File: src/ctm_params.svh
`ifndef CTM_PARAMS_SVH
`define CTM_PARAMS_SVH
// Behaviour
// - Standby low, silent select high and transmit high select normal mode.
// - Normal mode: bus dominant while transmit is low, recessive while high.
// - Normal mode: sampled bus state is presented on the receive output.
// - Active receiver: receive low for dominant bus, high for recessive bus.
// - Normal mode is refused while transmit is low; previous mode is kept.
// - Silent select and standby select both low select silent mode.
// - Silent mode: transmitter off, transmit ignored, bus left recessive.
// - Silent mode: fast comparator runs, receive output keeps following the bus.
// - Standby select high selects standby regardless of the other inputs.
// - Standby: transmitter and fast comparator off, only wake comparator watches.
// - Standby: recessive then dominant beyond filter time drives receive low.
// - A wake-up request alone never leaves standby; standby select must drop.
// - Standby: a dominant time-out returns receive high, no permanent wake request.
// - Undriven mode select inputs read high, so standby is selected.
// - Variant without silent select pin treats that input as always high.
// - Transmit low beyond the dominant time-out is treated high; bus recessive. The code treats it high for the driver only; normal mode is still refused.
// - Undriven transmit input reads high, leaving the bus recessive.

`define CTM_CLK_NS        25
`define CTM_TICK_NS       1000
`define CTM_TICK_CYC      (`CTM_TICK_NS / `CTM_CLK_NS)
`define CTM_TXD_TO_US     3000
`define CTM_DOM_TO_US     3000
`define CTM_WAKE_FILT_US  1

`define CTM_OFS_FILT      8'h00
`define CTM_OFS_STAT      8'h04
`define CTM_FILT_RST      12'h001

`define CTM_STAT_MODE_LSB 0
`define CTM_STAT_WAKE     2
`define CTM_STAT_TXDTO    3
`define CTM_STAT_RXD      4
`define CTM_STAT_DRIVE    5
`endif

File: src/ctm_pkg.sv
package ctm_pkg;
    typedef enum logic [1:0] {
        CTM_STANDBY,
        CTM_NORMAL,
        CTM_SILENT
    } ctm_mode_t;

    typedef struct packed {
        ctm_mode_t   mode;
        logic [2:0]  standby_select_sy;
        logic [2:0]  sil_sy;
        logic [2:0]  txd_sy;
        logic [2:0]  bus_sy;
        logic [2:0]  wake_sy;
        logic        standby_select_lvl;
        logic        sil_lvl;
        logic        txd_lvl;
        logic        bus_lvl;
        logic        wake_lvl;
        logic [5:0]  tick_cnt;
        logic        tick;
        logic [11:0] txd_cnt;
        logic        txd_to;
        logic        wake_armed;
        logic [11:0] wake_cnt;
        logic        wake_req;
        logic [11:0] dom_cnt;
        logic        rxd;
        logic        drive;
        logic [11:0] filt;
        logic        wr_pend;
        logic [7:0]  wr_addr;
        logic [31:0] rdata;
    } ctm_state_t;
endpackage : ctm_pkg

File: src/ctm_top.sv
// Decided for this implementation: the placing of the registers and the AHB-Lite slave port.
`include "ctm_params.svh"

module ctm_top #(
    parameter bit          HAS_SILENT   = 1'b1,
    parameter logic [11:0] TXD_TO_TICKS = 12'((`CTM_TXD_TO_US * 1000) / `CTM_TICK_NS),
    parameter logic [11:0] DOM_TO_TICKS = 12'((`CTM_DOM_TO_US * 1000) / `CTM_TICK_NS)
) (
    input  wire logic        hclk,               // 40 MHz system clock
    input  wire logic        hresetn,            // async reset, active low
    input  wire logic        hsel,               // ahb slave select
    input  wire logic [31:0] haddr,              // ahb address
    input  wire logic [1:0]  htrans,             // ahb transfer type
    input  wire logic        hwrite,             // ahb write
    input  wire logic [2:0]  hsize,              // ahb size, word only
    input  wire logic [31:0] hwdata,             // ahb write data
    input  wire logic        hready,             // ahb bus ready
    output logic      [31:0] hrdata,             // ahb read data
    output logic             hreadyout,          // ahb slave ready
    output logic             hresp,              // ahb response, always okay
    input  wire logic        standby_select,     // mode pin, high = standby
    input  wire logic        silent_select_n,    // mode pin, low = silent
    input  wire logic        txd,                // transmit data pin
    input  wire logic        bus_dominant,       // fast bus comparator result
    input  wire logic        wake_dominant,      // wake comparator result
    output logic             rxd,                // receive data pin
    output logic             drive_dominant,     // bus driver dominant
    output logic             transmitter_en,     // bus driver enabled
    output logic             fast_comparator_en, // fast bus comparator on
    output logic             wake_comparator_en  // wake comparator on
);
    ctm_pkg::ctm_state_t st_reg;
    ctm_pkg::ctm_state_t st_next;
    logic                sil_eff;
    logic                addr_ok;

    // three stages; level moves only once stages two and three agree
    function automatic logic [3:0] ctm_sync(input logic [2:0] sy, input logic lvl,
                                            input logic pin);
        logic [2:0] s;
        s = {sy[1:0], pin};
        return {s, (sy[1] == sy[2]) ? sy[2] : lvl};
    endfunction : ctm_sync

    function automatic logic [11:0] ctm_inc(input logic [11:0] v);
        return (v == 12'hFFF) ? v : v + 12'h001;
    endfunction : ctm_inc

    assign sil_eff = HAS_SILENT ? st_reg.sil_lvl : 1'b1;
    assign addr_ok = hsel && hready && htrans[1];

    always_comb begin
        st_next = st_reg;
        {st_next.standby_select_sy, st_next.standby_select_lvl} = ctm_sync(st_reg.standby_select_sy, st_reg.standby_select_lvl,
                                                       standby_select);
        {st_next.sil_sy, st_next.sil_lvl} = ctm_sync(st_reg.sil_sy, st_reg.sil_lvl,
                                                     silent_select_n);
        {st_next.txd_sy, st_next.txd_lvl} = ctm_sync(st_reg.txd_sy, st_reg.txd_lvl, txd);
        {st_next.bus_sy, st_next.bus_lvl} = ctm_sync(st_reg.bus_sy, st_reg.bus_lvl,
                                                     bus_dominant);
        {st_next.wake_sy, st_next.wake_lvl} = ctm_sync(st_reg.wake_sy, st_reg.wake_lvl,
                                                       wake_dominant);

        // free-running time base, one tick per microsecond
        st_next.tick = 1'b0;
        if (st_reg.tick_cnt == 6'(`CTM_TICK_CYC - 1)) begin
            st_next.tick_cnt = 6'h00;
            st_next.tick     = 1'b1;
        end else begin
            st_next.tick_cnt = st_reg.tick_cnt + 6'h01;
        end

        // stuck-low transmit input is overridden after the time-out
        if (st_reg.txd_lvl) begin
            st_next.txd_cnt = 12'h000;
            st_next.txd_to  = 1'b0;
        end else if (st_reg.tick) begin
            st_next.txd_cnt = ctm_inc(st_reg.txd_cnt);
            if (st_reg.txd_cnt >= TXD_TO_TICKS) begin
                st_next.txd_to = 1'b1;
            end
        end

        if (st_reg.standby_select_lvl) begin
            st_next.mode = ctm_pkg::CTM_STANDBY;
        end else if (!sil_eff) begin
            st_next.mode = ctm_pkg::CTM_SILENT;
        end else if (st_reg.txd_lvl) begin
            st_next.mode = ctm_pkg::CTM_NORMAL;
        end else begin
            st_next.mode = st_reg.mode;
        end

        if (st_next.mode == ctm_pkg::CTM_STANDBY) begin
            // arming needs a recessive bus first, so a bus already dominant
            // on entry never wakes by itself
            if (!st_reg.wake_lvl) begin
                st_next.wake_armed = 1'b1;
                st_next.wake_cnt   = 12'h000;
                st_next.dom_cnt    = 12'h000;
            end else if (st_reg.wake_armed && st_reg.tick) begin
                st_next.wake_cnt = ctm_inc(st_reg.wake_cnt);
                if (st_reg.wake_cnt >= st_reg.filt) begin
                    st_next.wake_req = 1'b1;
                end
                if (st_reg.wake_req) begin
                    st_next.dom_cnt = ctm_inc(st_reg.dom_cnt);
                    if (st_reg.dom_cnt >= DOM_TO_TICKS) begin
                        st_next.wake_req   = 1'b0;
                        st_next.wake_armed = 1'b0;
                    end
                end
            end
            st_next.rxd = !st_next.wake_req;
        end else begin
            st_next.wake_armed = 1'b0;
            st_next.wake_req   = 1'b0;
            st_next.wake_cnt   = 12'h000;
            st_next.dom_cnt    = 12'h000;
            st_next.rxd        = !st_reg.bus_lvl;
        end

        // silent and standby never drive, whatever transmit does
        st_next.drive = (st_next.mode == ctm_pkg::CTM_NORMAL) && !st_reg.txd_lvl
                        && !st_next.txd_to;

        if (st_reg.wr_pend && st_reg.wr_addr == `CTM_OFS_FILT) begin
            st_next.filt = hwdata[11:0];
        end
        st_next.wr_pend = addr_ok && hwrite;
        st_next.wr_addr = haddr[7:0];
        st_next.rdata   = 32'h0000_0000;
        if (addr_ok && !hwrite && haddr[31:8] == 24'h00_0000) begin
            if (haddr[7:0] == `CTM_OFS_FILT) begin
                st_next.rdata[11:0] = st_reg.filt;
            end else if (haddr[7:0] == `CTM_OFS_STAT) begin
                st_next.rdata[`CTM_STAT_MODE_LSB +: 2] = st_reg.mode;
                st_next.rdata[`CTM_STAT_WAKE]          = st_reg.wake_req;
                st_next.rdata[`CTM_STAT_TXDTO]         = st_reg.txd_to;
                st_next.rdata[`CTM_STAT_RXD]           = st_reg.rxd;
                st_next.rdata[`CTM_STAT_DRIVE]         = st_reg.drive;
            end
        end
        if (haddr[31:8] != 24'h00_0000) begin
            st_next.wr_pend = 1'b0;
        end
    end

    always_ff @(posedge hclk or negedge hresetn) begin
        if (!hresetn) begin
            st_reg          <= '0;
            st_reg.mode     <= ctm_pkg::CTM_STANDBY;
            st_reg.standby_select_sy  <= 3'h7;
            st_reg.sil_sy   <= 3'h7;
            st_reg.txd_sy   <= 3'h7;
            st_reg.standby_select_lvl <= 1'b1;
            st_reg.sil_lvl  <= 1'b1;
            st_reg.txd_lvl  <= 1'b1;
            st_reg.rxd      <= 1'b1;
            st_reg.filt     <= `CTM_FILT_RST;
        end else begin
            st_reg <= st_next;
        end
    end

    assign hrdata             = st_reg.rdata;
    assign hreadyout          = 1'b1;
    assign hresp              = 1'b0;
    assign rxd                = st_reg.rxd;
    assign drive_dominant     = st_reg.drive;
    assign transmitter_en     = (st_reg.mode == ctm_pkg::CTM_NORMAL);
    assign fast_comparator_en = (st_reg.mode != ctm_pkg::CTM_STANDBY);
    assign wake_comparator_en = (st_reg.mode == ctm_pkg::CTM_STANDBY);

    AST_STANDBY_SELECT_ENTRY: assert property (@(posedge hclk) disable iff (!hresetn)
        st_reg.standby_select_lvl |=> st_reg.mode == ctm_pkg::CTM_STANDBY)
        else $error("standby select high did not give standby");
    AST_SILENT_ENTRY: assert property (@(posedge hclk) disable iff (!hresetn)
        (!st_reg.standby_select_lvl && !sil_eff) |=> st_reg.mode == ctm_pkg::CTM_SILENT)
        else $error("silent selection not taken");
    AST_NORMAL_ENTRY: assert property (@(posedge hclk) disable iff (!hresetn)
        (st_reg.mode != ctm_pkg::CTM_NORMAL) ##1 (st_reg.mode == ctm_pkg::CTM_NORMAL)
        |-> $past(st_reg.txd_lvl) && !$past(st_reg.standby_select_lvl))
        else $error("normal mode entered with transmit low");
    AST_DRIVE_ONLY_NORMAL: assert property (@(posedge hclk) disable iff (!hresetn)
        drive_dominant |-> transmitter_en && !$past(st_reg.txd_lvl))
        else $error("bus driven outside normal mode or with transmit high");
    // a standby request in the same cycle hands rxd to the wake logic instead
    AST_RXD_FOLLOWS_BUS: assert property (@(posedge hclk) disable iff (!hresetn)
        (st_reg.mode != ctm_pkg::CTM_STANDBY && !st_reg.standby_select_lvl)
        |=> rxd == !$past(st_reg.bus_lvl))
        else $error("receive output does not follow bus");
    AST_STANDBY_SELECT_QUIET: assert property (@(posedge hclk) disable iff (!hresetn)
        (st_reg.mode == ctm_pkg::CTM_STANDBY)
        |-> !drive_dominant && !transmitter_en && !fast_comparator_en)
        else $error("transmit path active in standby");
    AST_NORMAL_DRIVE: assert property (@(posedge hclk) disable iff (!hresetn)
        (st_reg.mode == ctm_pkg::CTM_NORMAL && !st_reg.txd_lvl && !st_reg.txd_to
         && st_reg.txd_cnt < TXD_TO_TICKS && !st_reg.standby_select_lvl && sil_eff)
        |=> drive_dominant)
        else $error("transmit low not driven dominant in normal mode");
    AST_WAKE_FILTER: assert property (@(posedge hclk) disable iff (!hresetn)
        (st_reg.standby_select_lvl && st_reg.wake_armed && st_reg.wake_lvl && st_reg.tick
         && st_reg.wake_cnt >= st_reg.filt && !st_reg.wake_req)
        |=> !rxd)
        else $error("filtered dominant bus gave no wake request");
    AST_DOM_TIMEOUT: assert property (@(posedge hclk) disable iff (!hresetn)
        (st_reg.standby_select_lvl && st_reg.wake_req && st_reg.wake_lvl && st_reg.tick
         && st_reg.dom_cnt >= DOM_TO_TICKS)
        |=> rxd)
        else $error("dominant time-out did not release receive output");
    AST_NO_SILENT_VARIANT: assert property (@(posedge hclk) disable iff (!hresetn)
        !HAS_SILENT |-> st_reg.mode != ctm_pkg::CTM_SILENT)
        else $error("silent mode without silent pin");
    AST_WAKE_KEEPS_STANDBY: assert property (@(posedge hclk) disable iff (!hresetn)
        (st_reg.wake_req && st_reg.standby_select_lvl) |=> st_reg.mode == ctm_pkg::CTM_STANDBY)
        else $error("wake request left standby");
    AST_WAKE_RXD_LOW: assert property (@(posedge hclk) disable iff (!hresetn)
        (st_reg.wake_req && st_reg.standby_select_lvl) |-> !rxd)
        else $error("wake request not shown on receive output");
    AST_TXD_TIMEOUT: assert property (@(posedge hclk) disable iff (!hresetn)
        st_reg.txd_to |=> !drive_dominant)
        else $error("driver still dominant after time-out");
endmodule : ctm_top

File: config.mk
export PLATFORM = sky130hd
export DESIGN_NAME = ctm_top
export DESIGN_NICKNAME = d
export VERILOG_FILES = /design/src/ctm_pkg.sv /design/src/ctm_top.sv
export VERILOG_INCLUDE_DIRS = /design/src
export SDC_FILE = /design/constraint.sdc
export NUM_CORES = 1
export LEC_CHECK = 0
export ABC_AREA = 1
export BUFFER_PORTS_ARGS = -buffer_cell sky130_fd_sc_hd__buf_2
export CAP_MARGIN = 20
export CORE_MARGIN = 2
export CORE_UTILIZATION = 59
export CTS_CLUSTER_DIAMETER = 100
export DETAILED_ROUTE_END_ITERATION = 10
export HOLD_SLACK_MARGIN = 0.02
export PLACE_DENSITY = 0.91
export SLEW_MARGIN = 20
export SYNTH_ARGS = -nofsm -noshare
export SYNTH_HDL_FRONTEND = slang
export SYNTH_SLANG_ARGS = --single-unit
File: constraint.sdc
create_clock -name hclk -period 2.7 [get_ports hclk]
set_input_delay 0.54 -clock hclk [delete_from_list [all_inputs] [get_ports hclk]]
set_output_delay 0.54 -clock hclk [all_outputs]
set_load 0.01 [all_outputs]
==> results.sh, run 1 <==
export IMPL_antenna_found_initial=0
export IMPL_htree_levels=3
export IMPL_p_per_area_nw_per_um2=477
export IMPL_yosysSeqAreaShare=0.493
export IMPL_setup_viol=0
export IMPL_p_leak_uw=0.00306
export IMPL_synth_main_ff_cell="dfrtp_1"
export IMPL_area_growth_syn_to_layout_pct=8.87
export IMPL_dpl_hpwl_um=7570
export IMPL_synth_lib_cells_used_distinct=40
export IMPL_worstSetupEndpointType="flop"
export IMPL_synth_area_top_cells="dfrtp_1, nand2_1, dfstp_2, inv_1, buf_4"
export IMPL_syn_inst=627
export IMPL_clock_latency_ns=0.37
export IMPL_whs_ns=0.226
export IMPL_yosys_area_top_type="dfrtp_1"
export IMPL_start_util=0.607
export IMPL_start_kind="flop"
export IMPL_ctsResizeCount=0
export IMPL_nNetsFinal=786
export IMPL_die_w_um=98.5
export IMPL_cts_root_buffer="clkbuf_8"
export IMPL_first_pass_iters=4
export IMPL_die_height_um=98.5
export IMPL_syn_area_um2=5260
export IMPL_hold_class="primary input to asynchronous set/reset pin"
export IMPL_async_reset_ff_frac=1.00
export IMPL_slew_violations=0
export IMPL_synth_top_area_frac=0.423
export IMPL_fmax_mhz=524
export IMPL_period_share=0.707
export IMPL_synth_edf_count=0
export IMPL_tns_ns=0
export IMPL_wl_per_cell_um=12.5
export IMPL_io_pins=118
export IMPL_drive_gt1_frac=0.180
export IMPL_postCtsSetupBuffers=0
export IMPL_hold_viol=0
export IMPL_detail_route_antenna_nets=0
export IMPL_numPortBuffers=71
export IMPL_rsz0062_at_grt="false"
export IMPL_clkSlewWorstSetupHoldPaths_ns=0.10
export IMPL_diodes=0
export IMPL_vias=4070
export IMPL_ctsHoldBuffers=0
export IMPL_routed_wl_um=9990
export IMPL_dieArea_um2=9690
export IMPL_critical_path_arrival_ns=2.16
export IMPL_vias_per_cell=5.07
export IMPL_critPathKind="flop to flop"
export IMPL_ys_warn_count=0
export IMPL_grt_pass1_vias=4070
export IMPL_grt_max_degree=104
export IMPL_gp_congestion=0.839
export IMPL_drc=0
export IMPL_fin_crit_ns=1.91
export IMPL_critPathMaxFanout=24
export IMPL_cts_buffers_inserted=9
export IMPL_critPathRequiredTime_ns=2.95
export IMPL_syn_area_per_cell_um2=8.40
export IMPL_worst_pin_slew_ns=0.815
export IMPL_overflow=0
export IMPL_track_usage=0.215
export IMPL_synth_seq_cells=103
export IMPL_finClkSkew_ns=0.0118
export IMPL_core_area_um2=8680
export IMPL_grt_pass1_wl_um=17200
export IMPL_cts_buffer_depth=2
export IMPL_status="completed"
export IMPL_drt_initial_drc_count=278
export IMPL_cts_tree="done"
export IMPL_clock_sinks=103
export IMPL_rows=34
export IMPL_drv_cap=0
export IMPL_peakVddDrop_v=0.000306
export IMPL_max_slew_margin=0.455
export IMPL_largest_reg_flops=78
==> power breakdown <==
part | total [uW] | internal (uW) | leakage [uW] | switching [uW]
Sequential | 1620 | 1590 | 0.00128 | 29.2
Combinational | 240 | 76.5 | 0.00170 | 163
Clock | 873 | 346 | 0.0000817 | 527
==> final cells by class <==
class	count	area [um^2]
inverter	99	372
tap	108	135
sequential	103	2590
clock buffer	11	131
timing repair buffer	72	378
fill	689	2950
clock inverter	5	43.8
multi-input combinational	404	2080
==> path summary, 6_finish.rpt <==
| path | slack (ns) | endpoint | depth (start not counted) | startpoint |
|---|---|---|---|---|
| max | 0.79 | st_reg[49]$_DFFE_PN0P_ | 3 | st_reg[35]$_DFF_PN0_ |
| min | 0.23 | st_reg[96]$_DFF_PN0_ | 2 | hresetn |
| max reg2reg | 0.79 | st_reg[49]$_DFFE_PN0P_ | 3 | st_reg[35]$_DFF_PN0_ |
| min reg2reg | 0.36 | st_next[111]$_DFF_PN0_ | 0 | st_next[110]$_DFF_PN0_ |
| max in group asynchronous | 2.07 | rxd$_DFF_PN1_ | 2 | hresetn |
| min in group hclk | 0.26 | st_next[119]$_DFF_PN1_ | 1 | standby_select |
==> layout by cell type, fill, tap and decap left out, drive strengths merged, types with 14 or more instances in the layout <==
cell / instances
a21oi: 21
buf: 72
conb: 22
dfrtp: 89
dfstp: 14
ha: 18
inv: 99
nand2: 152
nand3: 30
nor2: 68
o21ai: 37
==> worst max-delay path: stages, from the launching register on <==
cell and delay (ns):
dfrtp_1 0.38, nor4_1 0.26, nand4_1 0.67, o21ai_0 0.48
==> synthesized netlist by cell type, types with 2 or more instances <==
cell type	instances
a21o_1	2
a21oi_1	21
buf_4	36
clkbuf_1	4
conb_1	2
dfrtp_1	89
dfstp_2	14
ha_1	18
inv_1	95
inv_2	3
maj3_1	5
nand2_1	141
nand2_2	10
nand3_1	30
nand4_1	11
nor2_1	62
nor2_2	3
nor2_4	2
nor3_1	10
nor3b_1	4
nor4_1	6
o21ai_0	31
o21ai_1	4
o22ai_1	3
xor2_1	6
==> layer usage <==
layer | GRT usage | vias up | wire (um)
li1 | - | 2035 | -
met1 | 0.254 | 1887 | 4090
met2 | 0.389 | 133 | 5140
met3 | 0.0383 | 15 | 612
met4 | 0.0832 | 0 | 144
met5 | 0 | - | 0
==> cell families (layout without fill, tap and decap cells) <==
group	after synthesis	count (layout)	synth area share
fa+ha+maj	23	23	0.0523
other cells	2	22	0.00143
compound gates	65	65	0.0670
simple gates	287	287	0.248
xor+xnor	7	7	0.0116
flops	103	103	0.493
buf+inv	140	187	0.127
==> metrics by stage <==
step                power, uW  setup slack [ns]  instance area, um^2  utilization  instances
floorplan                1800              1.16                 5340            -        647
global placement         1870             0.827                 5560        0.640        786
detailed placement       1890             0.747                 5560        0.640        786
CTS                      2760             0.750                 5730        0.660        802
global route             2860             0.510                 5730        0.660        802
finish                   2730             0.792                 5730        0.660        802
Power figures use the tool's default switching activity.
==> inputs of run 2 (changes only) <==
--- a/config.mk
+++ b/config.mk
@@ -10,11 +10,11 @@
 export BUFFER_PORTS_ARGS = -buffer_cell sky130_fd_sc_hd__buf_2
 export CAP_MARGIN = 20
 export CORE_MARGIN = 2
-export CORE_UTILIZATION = 59
+export CORE_UTILIZATION = 54
 export CTS_CLUSTER_DIAMETER = 100
 export DETAILED_ROUTE_END_ITERATION = 10
 export HOLD_SLACK_MARGIN = 0.02
-export PLACE_DENSITY = 0.91
+export PLACE_DENSITY = 0.85
 export SLEW_MARGIN = 20
 export SYNTH_ARGS = -nofsm -noshare
 export SYNTH_HDL_FRONTEND = slang
==> constraint.sdc (replaced) <==
create_clock -name hclk -period 1.9 [get_ports hclk]
set_input_delay 0.38 -clock hclk [delete_from_list [all_inputs] [get_ports hclk]]
set_output_delay 0.38 -clock hclk [all_outputs]
set_load 0.01 [all_outputs]
==> results.sh, run 2 (same netlist as run 1, synthesis figures left out) <==
export IMPL_grt_max_degree=39
export IMPL_area_growth_syn_to_layout_pct=11.6
export IMPL_gp_congestion=0.956
export IMPL_vias_per_cell=5.08
export IMPL_hold_viol=0
export IMPL_numPortBuffers=71
export IMPL_critPathKind="flop to flop"
export IMPL_grt_pass1_wl_um=17800
export IMPL_die_height_um=103
export IMPL_status="completed"
export IMPL_core_area_um2=9590
export IMPL_drv_cap=0
export IMPL_clkPwrFrac=0.326
export IMPL_final_common_cell="nand2_1"
export IMPL_grt_pass1_vias=4271
export IMPL_worstSetupEndpointType="flop"
export IMPL_pwr_share_comb=0.091
export IMPL_finClkSkew_ns=0.0285
export IMPL_track_usage=0.213
export IMPL_intPower_uw=2880
export IMPL_switchingPower_uw=1070
export IMPL_dieArea_um2=10600
export IMPL_clock_sinks=103
export IMPL_fillers=765
export IMPL_dpl_hpwl_um=7880
export IMPL_cts_root_buffer="clkbuf_8"
export IMPL_setup_viol=0
export IMPL_final_design_area_no_fill_um2=5870
export IMPL_diodes=0
export IMPL_drt_initial_drc_count=200
export IMPL_drc=0
export IMPL_fmax_mhz=555
export IMPL_start_kind="flop"
export IMPL_vias=4251
export IMPL_critPathMaxFanout=7
export IMPL_cts_buffers_inserted=9
export IMPL_nNetsFinal=796
export IMPL_overflow=0
export IMPL_routed_wl_um=10600
export IMPL_critical_path_arrival_ns=2.09
export IMPL_largest_reg_flops=78
export IMPL_wl_per_cell_um=12.7
export IMPL_io_pins=118
export IMPL_critical_path_max_stage_delay_ns=0.42
export IMPL_rows=36
export IMPL_crit_path_frequent_cell="nand2_2"
export IMPL_p_per_area_nw_per_um2=672
export IMPL_peakVddDrop_v=0.000355
export IMPL_whs_ns=0.0989
export IMPL_hold_class="primary input to flop"
export IMPL_r2r_slack_ns=0.1
export IMPL_fin_crit_ns=1.80
export IMPL_detail_route_antenna_nets=0
export IMPL_critPathRequiredTime_ns=2.19
export IMPL_htree_levels=3
export IMPL_cts_buffer_depth=2
export IMPL_p_leak_uw=0.00312
export IMPL_postPlaceCellArea_um2=5650
export IMPL_mostFrequentLayoutCells="nand2_1, inv_1, dfrtp_1"
export IMPL_die_w_um=103
export IMPL_swShare=0.270
export IMPL_drive_gt1_frac=0.193
export IMPL_period_share=0.948
export IMPL_slew_violations=0
export IMPL_start_util=0.549
export IMPL_cts_tree="done"
export IMPL_cp_slowest_cell="dfrtp_1"
export IMPL_clock_latency_ns=0.39
export IMPL_antenna_found_initial=0
export IMPL_power_frac_seq=0.584
export IMPL_clkSlewWorstSetupHoldPaths_ns=0.10
export IMPL_first_pass_iters=5
export IMPL_cp_cell_sequence="ha_1 > nand3_1 > nor2_4 > nand2_2 > nor2_4 > nand2_2 > nand2_2 > nand2_2 > inv_4 > nand2_1 > o21ai_0"
-- run 2: power groups by stage --
stage	logic, uW	registers, uW	clock network (uW)
floorplan	218	2330	0
global placement	340	2340	0
detailed placement	356	2340	0
CTS	358	2300	1310
global route	406	2310	1410
finish	357	2300	1290
-- run 2: per-stage QoR --
stage	util	cells	TNS (ns)	setup slack (ns)	total power, uW
after floorplan	-	647	0	0.365	2550
after global placement	0.589	818	0	0.210	2680
after detailed placement	0.589	818	0	0.0632	2700
after CTS	0.609	835	0	0.0702	3970
after global routing	0.612	837	-0.0327	-0.0131	4120
final	0.612	837	0	0.0991	3950
-- run 2: final timing paths --
path,cells after the start,from,to
setup / recovery,11,st_reg[69]$_DFFE_PN0P_,st_reg[70]$_DFFE_PN0P_
hold / removal,1,silent_select_n,st_next[116]$_DFF_PN1_
setup reg to reg,11,st_reg[69]$_DFFE_PN0P_,st_reg[70]$_DFFE_PN0P_
hold reg to reg,0,st_next[110]$_DFF_PN0_,st_next[111]$_DFF_PN0_
max in group asynchronous,3,hresetn,st_reg[103]$_DFFE_PN1N_
min in group asynchronous,2,hresetn,st_reg[89]$_DFFE_PN0P_
-- run 2: critical path: cells and delay by family, from the launching register on --
kind,cells,cell delay [ns]
AO/OA/AOI/OAI,1,0.07
adder cells (fa/ha/maj),1,0.22
buffers and inverters,1,0.12
flip-flops,1,0.42
AND/OR/NAND/NOR,8,0.89
-- run 2: final cells by class --
cell class / instances / area, um^2 / share of cell area
clock buffers: 10 / 128 / 0.0217
clock inverters: 6 / 55.1 / 0.00937
inverters: 99 / 374 / 0.0637
multi-input cells: 404 / 2090 / 0.355
flip-flops and latches: 103 / 2600 / 0.442
well taps: 133 / 166 / 0.0283
repair buffers: 82 / 468 / 0.0797
-- run 2: per-layer routing --
layer / GRT usage / part of all wire / up-vias
li1: - / - / 2057
met1: 0.239 / 0.40 / 1978
met2: 0.393 / 0.51 / 188
met3: 0.0319 / 0.061 / 28
met4: 0.106 / 0.025 / 0
met5: 0 / 0 / -
-- run 2: timing repair --
action	4_1_cts	5_1_grt
gates resized for setup	0	5
hold buffers	1	0
setup endpoints to repair	0	15
hold endpoints to repair	29	0
buffers inserted	0	2
==> inputs of run 3 (changes only) <==
--- a/config.mk
+++ b/config.mk
@@ -9,8 +9,10 @@
 export ABC_AREA = 1
 export BUFFER_PORTS_ARGS = -buffer_cell sky130_fd_sc_hd__buf_2
 export CAP_MARGIN = 20
+export CELL_PAD_IN_SITES_DETAIL_PLACEMENT = 1
+export CELL_PAD_IN_SITES_GLOBAL_PLACEMENT = 2
 export CORE_MARGIN = 2
-export CORE_UTILIZATION = 54
+export CORE_UTILIZATION = 32
 export CTS_CLUSTER_DIAMETER = 100
 export DETAILED_ROUTE_END_ITERATION = 10
 export HOLD_SLACK_MARGIN = 0.02
==> results.sh, run 3 (same netlist as run 1, synthesis figures left out) <==
export IMPL_grt_pass1_vias=4378
export IMPL_core_area_um2=16000
export IMPL_numPortBuffers=71
export IMPL_swShare=0.249
export IMPL_crit_path_frequent_cell="nand2_2"
export IMPL_cts_root_buffer="clkbuf_16"
export IMPL_overflow=0
export IMPL_detail_route_antenna_nets=0
export IMPL_worstSetupEndpointType="flop"
export IMPL_vias=4117
export IMPL_fmax_mhz=590
export IMPL_dieArea_um2=17500
export IMPL_fillers=1975
export IMPL_tns_ns=0
export IMPL_die_w_um=132
export IMPL_track_usage=0.144
export IMPL_top_usage_layer="met2"
export IMPL_intPower_uw=3310
export IMPL_critical_path_arrival_ns=1.97
export IMPL_final_common_cell="nand2_1"
export IMPL_grt_use_met3=0.0396
export IMPL_drv_cap=0
export IMPL_grt_pass1_wl_um=20600
export IMPL_clock_latency_ns=0.35
export IMPL_drive_gt1_frac=0.201
export IMPL_cp_cell_sequence="ha_2 > nand3_2 > nor2_4 > nand2_2 > nor2_4 > nand2_2 > nand2_2 > nand2_2 > inv_4 > nand2_1 > o21ai_0"
export IMPL_largest_reg_flops=78
export IMPL_clkSlewWorstSetupHoldPaths_ns=0.07
export IMPL_power_frac_seq=0.521
export IMPL_cts_buffers_inserted=9
export IMPL_peakVddDrop_v=0.000421
export IMPL_wl_per_cell_um=12.9
export IMPL_postPlaceCellArea_um2=5790
export IMPL_setup_viol=0
export IMPL_p_per_area_nw_per_um2=722
export IMPL_critPathKind="flop to flop"
export IMPL_critical_path_max_stage_delay_ns=0.39
export IMPL_dpl_hpwl_um=9080
export IMPL_start_kind="flop"
export IMPL_drc=0
export IMPL_diodes=0
export IMPL_p_leak_uw=0.00318
export IMPL_hold_class="primary input to flop"
export IMPL_critPathMaxFanout=7
export IMPL_rows=46
export IMPL_die_height_um=132
export IMPL_final_design_area_no_fill_um2=6110
export IMPL_seq_area_um2=2590
export IMPL_mostFrequentLayoutCells="nand2_1, inv_1, dfrtp_1"
export IMPL_cts_tree="done"
export IMPL_period_share=0.892
export IMPL_critPathRequiredTime_ns=2.17
export IMPL_cp_slowest_cell="dfrtp_1"
export IMPL_nNetsFinal=800
export IMPL_routed_wl_um=11900
export IMPL_cts_buffer_depth=2
export IMPL_gp_congestion=0.838
export IMPL_finClkSkew_ns=0.00634
export IMPL_r2r_slack_ns=0.21
export IMPL_slew_violations=0
export IMPL_pwr_share_comb=0.085
export IMPL_clkPwrFrac=0.394
export IMPL_drt_initial_drc_count=87
export IMPL_grt_util_met1=0.179
export IMPL_hold_viol=0
export IMPL_vias_per_cell=4.46
export IMPL_fin_crit_ns=1.69
export IMPL_switchingPower_uw=1100
export IMPL_gr_usage_met2=0.245
export IMPL_grt_max_degree=42
export IMPL_htree_levels=3
export IMPL_multi_input_area_um2=2100
export IMPL_status="completed"
export IMPL_start_util=0.329
export IMPL_antenna_found_initial=0
export IMPL_first_pass_iters=4
export IMPL_io_pins=118
export IMPL_area_growth_syn_to_layout_pct=16.2
export IMPL_clock_sinks=103
export IMPL_finalCoreUtilization=0.382
run 3: through the flow:
stage / instances / hold WS, ns / total power [uW] / setup WS (ns)
floorplan: 647 / 0.0844 / 2550 / 0.365
global placement: 905 / 0.338 / 2700 / 0.183
detailed placement: 905 / 0.342 / 2720 / 0.117
CTS: 922 / 0.105 / 4490 / 0.102
global route: 924 / 0.0990 / 4610 / -0.0226
finish: 924 / 0.121 / 4420 / 0.206
run 3: layer usage:
layer / part of all wire / wire [um]
met1: 0.44 / 5300
met2: 0.49 / 5870
met3: 0.051 / 609
met4: 0.014 / 165
met5: 0 / 0
run 3: power by group through the flow:
stage,clock [uW],combinational (uW),sequential (uW)
after floorplan,0,218,2330
after global routing,1880,419,2310
after detailed placement,0,377,2340
after CTS,1810,380,2300
after global placement,0,363,2340
final,1740,374,2300
run 3: repair_timing:
action / in CTS / in global routing
setup buffers: 0 / 2
gates resized for setup: 0 / 7
endpoints found under the hold margin: 27 / 0
hold buffers: 1 / 0
setup endpoints to repair: 0 / 18
run 3: worst max-delay path, delay by kind of cell, from the launching register on:
| family | cells | cell delay [ns] |
|---|---|---|
| buffers and inverters | 1 | 0.12 |
| adders and majority gates | 1 | 0.22 |
| and+or+nand+nor | 8 | 0.83 |
| AOI/OAI and AO/OA | 1 | 0.07 |
| DFF | 1 | 0.39 |
run 3: path summary, 6_finish.rpt:
path	startpoint	to	cells after the start
setup / recovery	st_reg[69]$_DFFE_PN0P_	st_reg[70]$_DFFE_PN0P_	11
hold / removal	txd	st_next[113]$_DFF_PN1_	1
setup reg to reg	st_reg[69]$_DFFE_PN0P_	st_reg[70]$_DFFE_PN0P_	11
hold reg to reg	st_next[107]$_DFF_PN0_	st_next[108]$_DFF_PN0_	0
max in group asynchronous	hresetn	st_reg[117]$_DFF_PN1_	3
min in group asynchronous	hresetn	st_reg[97]$_DFF_PN0_	2
run 3: final cells by class:
type | count | share of cell area
timing repair buffer | 86 | 0.0814
clock buffer | 11 | 0.0397
tap | 216 | 0.0442
clock inverter | 5 | 0.00552
multi-input combinational | 404 | 0.344
sequential | 103 | 0.424
inverter | 99 | 0.0612
